--- src/logic/rs485_dir_consts.vh ---
// Register offsets, field positions, reset values and prescale counts of the direction block
`ifndef RS485_DIR_CONSTS_VH
`define RS485_DIR_CONSTS_VH

// Byte offsets of the word registers
`define OFS_PORT_CTRL 8'h00
`define OFS_LINE_TIMING 8'h04
`define OFS_LINE_STATUS 8'h08

// Port control field positions, one bit per port in each 4-bit group
`define POS_AUTO_SEL 0
`define POS_RTS_SEL 4
`define POS_NO_ECHO 8
`define POS_RS485 12
`define POS_PRESCALE_ONE 16

// Line timing field positions
`define POS_BIT_CYCLES 0
`define POS_IDLE_BITS 16

// Line status field positions
`define POS_DRIVE_EN 0
`define POS_RX_BLANK 4
`define POS_AUTO_BUSY 8

// Reset values
`define RST_PORT_CTRL 32'h0000_0000
`define RST_BIT_CYCLES 16'h00ae
`define RST_IDLE_BITS 4'hb

// Prescale: terminal count of the divide-by-8 counter
`define PRESCALE_EIGHT_LAST 3'h7

`endif

--- src/logic/port_direction.v ---
// Per-port driver enable, echo suppression and line data path for one serial port
`timescale 1ns/100ps
module port_direction (
   // Clock and reset
   input wire clk,
   input wire rst,
   // Serial controller side
   input wire ctl_txd,
   input wire ctl_rts_n,
   output reg ctl_rxd,
   // Line side, receive data already filtered
   input wire rx_line,
   output reg line_txd,
   output reg line_drive_en,
   output reg line_rx_en_n,
   // Settings
   input wire auto_drive_enable_sel,
   input wire modem_line_drive_enable_sel,
   input wire no_echo_sel,
   input wire rs485_sel,
   input wire [15:0] bit_cycles,
   input wire [3:0] idle_bits,
   // State for status readback
   output reg auto_busy
);

   reg [15:0] cycle_count; // Cycles into the current idle bit time
   reg [3:0] bit_count; // Whole idle bit times seen since last low
   reg next_busy;
   reg next_drive;
   reg blank;

   // Automatic enable tracker: start bit turns on, a full idle gap turns off
   always @(posedge clk) begin
      if (rst) begin
         auto_busy <= 1'b0;
         cycle_count <= 16'h0000;
         bit_count <= 4'h0;
      end else begin
         auto_busy <= next_busy;
         if (!auto_busy || !ctl_txd) begin
            // Any low bit restarts the gap measurement
            cycle_count <= 16'h0000;
            bit_count <= 4'h0;
         end else if (cycle_count + 16'h0001 >= bit_cycles) begin
            cycle_count <= 16'h0000;
            bit_count <= bit_count + 4'h1;
         end else begin
            cycle_count <= cycle_count + 16'h0001;
         end
      end
   end

   // Busy ends only after idle_bits whole high bit times, so the last stop bit is out
   always @* begin
      next_busy = auto_busy;
      if (!auto_drive_enable_sel) begin
         next_busy = 1'b0;
      end else if (!ctl_txd) begin
         next_busy = 1'b1;
      end else if (auto_busy && bit_count >= idle_bits && idle_bits != 4'h0) begin
         next_busy = 1'b0;
      end
   end

   // Driver enable by mode; automatic wins if both selections are on
   always @* begin
      if (!rs485_sel) begin
         next_drive = 1'b1;
      end else if (auto_drive_enable_sel) begin
         next_drive = next_busy;
      end else if (modem_line_drive_enable_sel) begin
         next_drive = ~ctl_rts_n;
      end else begin
         next_drive = 1'b1;
      end
      // Receiver blanked only on a switched line while we drive it
      blank = rs485_sel & no_echo_sel & (auto_drive_enable_sel | modem_line_drive_enable_sel) & next_drive;
   end

   // Registered pins; data and enable move in the same cycle so no bit is clipped
   always @(posedge clk) begin
      if (rst) begin
         line_txd <= 1'b1;
         line_drive_en <= 1'b0;
         line_rx_en_n <= 1'b0;
         ctl_rxd <= 1'b1;
      end else begin
         line_txd <= ctl_txd;
         line_drive_en <= next_drive;
         line_rx_en_n <= blank;
         ctl_rxd <= blank ? 1'b1 : rx_line;
      end
   end

endmodule // port_direction

--- src/logic/rs485_direction_and_baud_prescale.v ---
// Four-port transceiver direction control and baud reference prescaler with a Wishbone slave
`timescale 1ns/100ps
`include "rs485_dir_consts.vh"
module rs485_direction_and_baud_prescale #(
   parameter PORTS = 4
) (
   // Clock and reset
   input wire clk,
   input wire rst,
   // Wishbone classic slave
   input wire cyc_i,
   input wire stb_i,
   input wire we_i,
   input wire [7:0] adr_i,
   input wire [3:0] sel_i,
   input wire [31:0] dat_i,
   output reg [31:0] dat_o,
   output reg ack_o,
   // Serial controller side
   input wire [PORTS-1:0] ctl_txd,
   input wire [PORTS-1:0] ctl_rts_n,
   output wire [PORTS-1:0] ctl_rxd,
   output reg baud_ref,
   // Line transceiver side
   input wire [PORTS-1:0] line_rxd,
   output wire [PORTS-1:0] line_txd,
   output wire [PORTS-1:0] line_drive_en,
   output wire [PORTS-1:0] line_rx_en_n,
   output reg [PORTS-1:0] rs485_select
);

   ////////////////////////////////////////////////////////////////////////////////
   // Settings registers

   reg [PORTS-1:0] auto_drive_enable_sel; // Automatic driver enable per port
   reg [PORTS-1:0] modem_line_drive_enable_sel; // RTS driven enable per port
   reg [PORTS-1:0] no_echo_sel; // Suppress own transmissions per port
   reg prescale_by_one; // High: divide by 1, low: divide by 8
   reg [15:0] bit_cycles; // Clock cycles in one bit time of the controller
   reg [3:0] idle_bits; // Idle bit times that end an automatic burst

   wire [PORTS-1:0] auto_busy; // Automatic burst in progress per port
   wire access; // A new bus request this cycle
   wire [5:0] word_index; // Word address of the request

   // Byte lane merge used by every writable register
   function [31:0] lane_merge;
      input [31:0] old_value;
      input [31:0] new_value;
      input [3:0] lanes;
      integer i;
      begin
         lane_merge = old_value;
         for (i = 0; i < 4; i = i + 1) begin
            if (lanes[i]) begin
               lane_merge[i*8 +: 8] = new_value[i*8 +: 8];
            end
         end
      end
   endfunction

   // Assemble the port control word from the separate fields
   function [31:0] ctrl_word;
      input [3:0] a;
      input [3:0] r;
      input [3:0] n;
      input [3:0] s;
      input p;
      begin
         ctrl_word = 32'h0000_0000;
         ctrl_word[`POS_AUTO_SEL +: 4] = a;
         ctrl_word[`POS_RTS_SEL +: 4] = r;
         ctrl_word[`POS_NO_ECHO +: 4] = n;
         ctrl_word[`POS_RS485 +: 4] = s;
         ctrl_word[`POS_PRESCALE_ONE] = p;
      end
   endfunction

   ////////////////////////////////////////////////////////////////////////////////
   // Wishbone slave

   // A request is new only while no ack is out, so each access is taken once
   assign access = cyc_i & stb_i & ~ack_o;
   assign word_index = adr_i[7:2];

   // Ack follows one cycle after the request and drops the cycle after
   always @(posedge clk) begin
      if (rst) begin
         ack_o <= 1'b0;
      end else begin
         ack_o <= access;
      end
   end

   // Register writes, lane by lane; unmapped writes are acked and dropped
   always @(posedge clk) begin : reg_write
      reg [31:0] merged;
      merged = 32'h0000_0000;
      if (rst) begin
         auto_drive_enable_sel <= {PORTS{1'b0}};
         modem_line_drive_enable_sel <= {PORTS{1'b0}};
         no_echo_sel <= {PORTS{1'b0}};
         rs485_select <= {PORTS{1'b0}}; // RS-232 until software picks otherwise
         prescale_by_one <= 1'b0; // Conventional rates by default
         bit_cycles <= `RST_BIT_CYCLES;
         idle_bits <= `RST_IDLE_BITS;
      end else if (access && we_i) begin
         case ({2'b00, word_index})
            `OFS_PORT_CTRL >> 2: begin
               merged = lane_merge(ctrl_word(auto_drive_enable_sel, modem_line_drive_enable_sel,
                                             no_echo_sel, rs485_select, prescale_by_one), dat_i, sel_i);
               auto_drive_enable_sel <= merged[`POS_AUTO_SEL +: 4];
               modem_line_drive_enable_sel <= merged[`POS_RTS_SEL +: 4];
               no_echo_sel <= merged[`POS_NO_ECHO +: 4];
               rs485_select <= merged[`POS_RS485 +: 4];
               prescale_by_one <= merged[`POS_PRESCALE_ONE];
            end
            `OFS_LINE_TIMING >> 2: begin
               merged = lane_merge({12'h000, idle_bits, bit_cycles}, dat_i, sel_i);
               bit_cycles <= merged[`POS_BIT_CYCLES +: 16];
               idle_bits <= merged[`POS_IDLE_BITS +: 4];
            end
            default: begin
               // Read-only or unmapped word: nothing changes
            end
         endcase
      end
   end

   // Read data is registered with the ack; unmapped reads return zero
   always @(posedge clk) begin
      if (rst) begin
         dat_o <= 32'h0000_0000;
      end else if (access && !we_i) begin
         case ({2'b00, word_index})
            `OFS_PORT_CTRL >> 2: begin
               dat_o <= ctrl_word(auto_drive_enable_sel, modem_line_drive_enable_sel,
                                  no_echo_sel, rs485_select, prescale_by_one);
            end
            `OFS_LINE_TIMING >> 2: begin
               dat_o <= {12'h000, idle_bits, bit_cycles};
            end
            `OFS_LINE_STATUS >> 2: begin
               dat_o <= {20'h00000, auto_busy, line_rx_en_n, line_drive_en};
            end
            default: begin
               dat_o <= 32'h0000_0000;
            end
         endcase
      end else begin
         dat_o <= 32'h0000_0000;
      end
   end

   ////////////////////////////////////////////////////////////////////////////////
   // Baud reference prescaler

   reg [2:0] prescale_count; // Free-running divide-by-8 counter

   // One enable pulse per 8 clocks, or every clock when dividing by one.
   // The controller divides this further; with the right base clock the
   // eight-way path lands on the usual PC rates and the direct path on 921.6K.
   always @(posedge clk) begin
      if (rst) begin
         prescale_count <= 3'h0;
         baud_ref <= 1'b0;
      end else begin
         prescale_count <= prescale_count + 3'h1;
         if (prescale_by_one) begin
            baud_ref <= 1'b1;
         end else begin
            baud_ref <= (prescale_count == `PRESCALE_EIGHT_LAST);
         end
      end
   end

   ////////////////////////////////////////////////////////////////////////////////
   // Receive line synchroniser

   reg [PORTS-1:0] rx_meta; // First stage, read only by the second
   reg [PORTS-1:0] rx_sync; // Second stage
   reg [PORTS-1:0] rx_late; // Third stage
   reg [PORTS-1:0] rx_clean; // Accepted level

   // Three flip-flops; a new level counts only when stages two and three agree,
   // which rejects a one-cycle glitch at the cost of one cycle of latency
   always @(posedge clk) begin : rx_filter
      integer k;
      if (rst) begin
         rx_meta <= {PORTS{1'b1}};
         rx_sync <= {PORTS{1'b1}};
         rx_late <= {PORTS{1'b1}};
         rx_clean <= {PORTS{1'b1}};
      end else begin
         rx_meta <= line_rxd;
         rx_sync <= rx_meta;
         rx_late <= rx_sync;
         for (k = 0; k < PORTS; k = k + 1) begin
            if (rx_sync[k] == rx_late[k]) begin
               rx_clean[k] <= rx_late[k];
            end
         end
      end
   end

   ////////////////////////////////////////////////////////////////////////////////
   // Per-port direction logic

   genvar p;
   generate
      for (p = 0; p < PORTS; p = p + 1) begin : port
         // Each port carries its own selections and state; bit_cycles and idle_bits are common to all ports
         port_direction u_dir (
            .clk(clk),
            .rst(rst),
            .ctl_txd(ctl_txd[p]),
            .ctl_rts_n(ctl_rts_n[p]),
            .ctl_rxd(ctl_rxd[p]),
            .rx_line(rx_clean[p]),
            .line_txd(line_txd[p]),
            .line_drive_en(line_drive_en[p]),
            .line_rx_en_n(line_rx_en_n[p]),
            .auto_drive_enable_sel(auto_drive_enable_sel[p]),
            .modem_line_drive_enable_sel(modem_line_drive_enable_sel[p]),
            .no_echo_sel(no_echo_sel[p]),
            .rs485_sel(rs485_select[p]),
            .bit_cycles(bit_cycles),
            .idle_bits(idle_bits),
            .auto_busy(auto_busy[p])
         );
      end
   endgenerate

endmodule // rs485_direction_and_baud_prescale

--- config.mk ---
export PLATFORM = sky130hd
export DESIGN_NAME = rs485_direction_and_baud_prescale
export DESIGN_NICKNAME = d
export VERILOG_FILES = /design/src/logic/port_direction.v /design/src/logic/rs485_direction_and_baud_prescale.v
export VERILOG_INCLUDE_DIRS = /design/src /design/src/logic
export SDC_FILE = /design/constraint.sdc
export NUM_CORES = 1
export LEC_CHECK = 0
export BUFFER_PORTS_ARGS = -buffer_cell sky130_fd_sc_hd__buf_4
export CAP_MARGIN = 20
export CORE_ASPECT_RATIO = 0.8
export CORE_MARGIN = 2
export CORE_UTILIZATION = 50
export CTS_CLUSTER_DIAMETER = 50
export DETAILED_ROUTE_END_ITERATION = 8
export PLACE_DENSITY = 0.7
export SETUP_SLACK_MARGIN = 0.5
export SYNTH_ARGS = -nofsm -noshare
export SYNTH_HDL_FRONTEND = slang
export SYNTH_SLANG_ARGS = --single-unit
--- constraint.sdc ---
create_clock -name clk -period 3.4 [get_ports clk]
set_input_delay 0.17 -clock clk [delete_from_list [all_inputs] [get_ports clk]]
set_output_delay 0.17 -clock clk [all_outputs]
set_load 0.005 [all_outputs]
==> impl_metrics.env <==
export IMPL_drcViolationCount=0
export IMPL_cp_arrival_ns=3.21
export IMPL_grtUsageTotal_pct=23.5
export IMPL_viasPerCell=5.41
export IMPL_synthDistinctLibCells=55
export IMPL_core_um2=18200
export IMPL_max_slew_margin_rel_pct=38.2
export IMPL_vias=7601
export IMPL_holdCritPathClass="in2reg"
export IMPL_hold_violations=0
export IMPL_top_usage_layer="met2"
export IMPL_htree_levels=4
export IMPL_p_leak_nw=5.32
export IMPL_clkLatencyLatePin_ns=0.44
export IMPL_synth_ff_type="dfxtp_1"
export IMPL_ff_latch_area_um2=3610
export IMPL_maxCapViolations=0
export IMPL_setup_viol=0
export IMPL_max_freq_mhz=347
export IMPL_synth_warnings=0
export IMPL_initial_utilization_pct=51.2
export IMPL_clockBufferDepth=2
export IMPL_layout_commonest_cell="dfxtp_1"
export IMPL_vdd_drop_max_mv=0.306
export IMPL_antenna_found_initial=0
export IMPL_grt_first_pass_wirelength_mm=36.2
export IMPL_placed_cell_area_um2=10100
export IMPL_final_area_um2=11600
export IMPL_reg2reg_depth=12
export IMPL_io_pins=115
export IMPL_power_density_nw_per_um2=358
export IMPL_rsz0062_at_grt="yes"
export IMPL_root_buffer="clkbuf_16"
export IMPL_avgSynthCellArea_um2=9.21
export IMPL_async_reset_ff_share_pct=0
export IMPL_critPathKind="reg2reg"
export IMPL_met1_usage_pct=33.0
export IMPL_setup_tns_ns=0
export IMPL_slew_viol_final=0
export IMPL_fin_skew_ns=0.0150
export IMPL_final_cell_mix="dfxtp_1, buf_4, nor2_1, ha_1, nand2_1"
export IMPL_synth_cells=1012
export IMPL_period_needed_ns=2.89
export IMPL_fin_nets=1288
export IMPL_syn_cell_area_um2=9330
export IMPL_die_h_um=126
export IMPL_ant_nets=0
export IMPL_cts_sinks=178
export IMPL_synth_top_area_share_pct=38.2
export IMPL_min_period_over_period_pct=84.9
export IMPL_final_fill_count=1526
export IMPL_numCtsBuffers=17
export IMPL_worstMarginPinSlew_ns=0.924
export IMPL_portBuffers=87
export IMPL_met2_usage_pct=35.9
export IMPL_drive_gt1_share_pct=24.4
export IMPL_die_area_um2=19800
export IMPL_grt_pass1_vias=7176
export IMPL_synthTopCellsByArea="dfxtp_1, ha_1, mux2i_1, nor2_1, xnor2_1"
export IMPL_yosysTopAreaCell="dfxtp_1"
export IMPL_synth_seq_cells=178
export IMPL_multi_input_area_um2=5740
export IMPL_synth_edf_count=0
export IMPL_grt_max_degree=88
export IMPL_path_max_fanout=8
export IMPL_wirelength_mm=23.6
export IMPL_clk_pin_slew_ns=0.07
export IMPL_seq_area_frac_synth_pct=38.2
export IMPL_cp_required_ns=3.73
export IMPL_cts_tree="built"
export IMPL_dp_hpwl_mm=15.9
export IMPL_dr_pass1_iters=6
export IMPL_grt_overflow=0
export IMPL_area_delta_synth_final_pct=24.5
export IMPL_fp_dieW_um=157
export IMPL_status="complete, no violations"
export IMPL_drt_iter0_markers=397
export IMPL_met3_usage_pct=4.82
export IMPL_crit_path_start_kind="register"
export IMPL_num_rows=44
export IMPL_routedWlPerCell_um=16.8
export IMPL_holdPathStages=2
export IMPL_crit_path_end_kind="register"
export IMPL_gp_congestion=0.864
-- critical path, stage by stage (launching register included) --
cell and delay [ns]:
dfxtp_4 0.36, ha_4 0.14, and4_4 0.22, and4_4 0.27
nand3_2 0.10, xnor2_2 0.17, ha_1 0.29, nand4_1 0.16
a211oi_4 0.30, inv_2 0.07, o211ai_1 0.28, buf_4 0.22
and2b_1 0.19
-- cells by family (layout without fill, tap and decap cells) --
logic type / Yosys count / in the layout / share of synthesized area (%)
AO/OA/AOI/OAI: 124 / 125 / 9.46
XOR/XNOR: 56 / 56 / 5.26
adder cells (fa/ha/maj): 90 / 90 / 12.1
buffers and inverters: 100 / 226 / 5.46
flip-flops: 178 / 178 / 38.2
multiplexers: 49 / 49 / 5.42
other: 1 / 13 / 0.0402
AND/OR/NAND/NOR: 414 / 414 / 24.1
-- flip-flops by register name, summed over array words and instances, names as in the netlist, 4 cells and up --
name	flops
auto_drive_enable_sel	4
bit_cycles	16
dat_o	20
idle_bits	4
modem_line_drive_enable_sel	4
no_echo_sel	4
port.u_dir.auto_busy	4
port.u_dir.bit_count	16
port.u_dir.ctl_rxd	4
port.u_dir.cycle_count	64
port.u_dir.line_drive_en	4
port.u_dir.line_rx_en_n	4
port.u_dir.line_txd	4
rs485_select	4
rx_clean	4
rx_late	4
rx_meta	4
rx_sync	4
-- power breakdown --
group          total [mW]  internal (mW)  switching, mW  leakage, nW
Combinational       0.147         0.0805         0.0662         3.60
Sequential           2.10           2.09        0.00659         1.46
Clock                1.92          0.974          0.943        0.269
Total                4.16           3.15           1.02         5.32
-- metrics by stage --
stage | util (%) | hold WS (ns) | total power, mW | std cells | setup slack [ns]
global placement | 55.4 | 0.355 | 2.27 | 1314 | 0.254
finish | 63.7 | 0.0272 | 4.16 | 1404 | 0.515
global route | 63.7 | 0.00473 | 4.28 | 1403 | 0.354
CTS | 60.9 | 0.0102 | 4.18 | 1381 | 0.468
detailed placement | 55.4 | 0.361 | 2.27 | 1314 | 0.169
floorplan | - | 0.274 | 2.22 | 1023 | 0.503
-- final timing paths --
kind | start | endpoint | slack [ns]
max | port[3].u_dir.cycle_count[1]$_SDFF_PP0_ | port[3].u_dir.cycle_count[6]$_SDFF_PP0_ | 0.51
min | ctl_txd[3] | port[3].u_dir.line_txd$_SDFF_PP1_ | 0.03
min reg2reg | rx_meta[0]$_SDFF_PP1_ | rx_sync[0]$_SDFF_PP1_ | 0.41
max reg2reg | port[3].u_dir.cycle_count[1]$_SDFF_PP0_ | port[3].u_dir.cycle_count[6]$_SDFF_PP0_ | 0.51
-- layer usage --
| metal | part of all wire [%] | vias up |
|---|---|---|
| li1 | - | 3788 |
| met1 | 47 | 3594 |
| met2 | 45 | 183 |
| met3 | 5.6 | 36 |
| met4 | 2.2 | 0 |
| met5 | 0 | - |
-- what timing repair did --
item	4_1_cts	5_1_grt
setup buffers	9	20
gates resized for setup	26	89
gates cloned	1	2
pin swaps	15	43
hold buffers	25	0
endpoints found under the setup margin	67	80
hold endpoints to repair	35	0
-- final cells by class --
cell class | instances | share of cell area [%]
antenna | 1 | 0.0215
clock buffer | 18 | 3.70
clock inverter | 14 | 1.20
inverter | 41 | 1.33
multi-input combinational | 746 | 49.4
sequential | 178 | 31.1
tap | 253 | 2.73
timing repair buffer | 153 | 10.5
-- cells in the mapped netlist (5+ instances only) --
| cell type | number |
|---|---|
| dfxtp_1 | 178 |
| nor2_1 | 93 |
| ha_1 | 90 |
| nand2_1 | 59 |
| nand3_1 | 53 |
| inv_1 | 41 |
| mux2i_1 | 37 |
| nor2b_1 | 36 |
| buf_4 | 35 |
| a21oi_1 | 31 |
| xnor2_1 | 31 |
| and3_1 | 28 |
| and2b_1 | 27 |
| xor2_1 | 25 |
| nor3_1 | 23 |
| clkbuf_1 | 22 |
| nand2b_1 | 18 |
| a22oi_1 | 17 |
| or2_2 | 17 |
| nand4_1 | 15 |
| a211o_1 | 13 |
| mux2_2 | 12 |
| and4_1 | 10 |
| o21ai_0 | 7 |
| a21o_1 | 6 |
| nor3b_1 | 6 |
| o211ai_1 | 6 |
| a211oi_1 | 5 |
| o2111ai_1 | 5 |
| or3_1 | 5 |
| or4_1 | 5 |
Power figures use the tool's default switching activity.
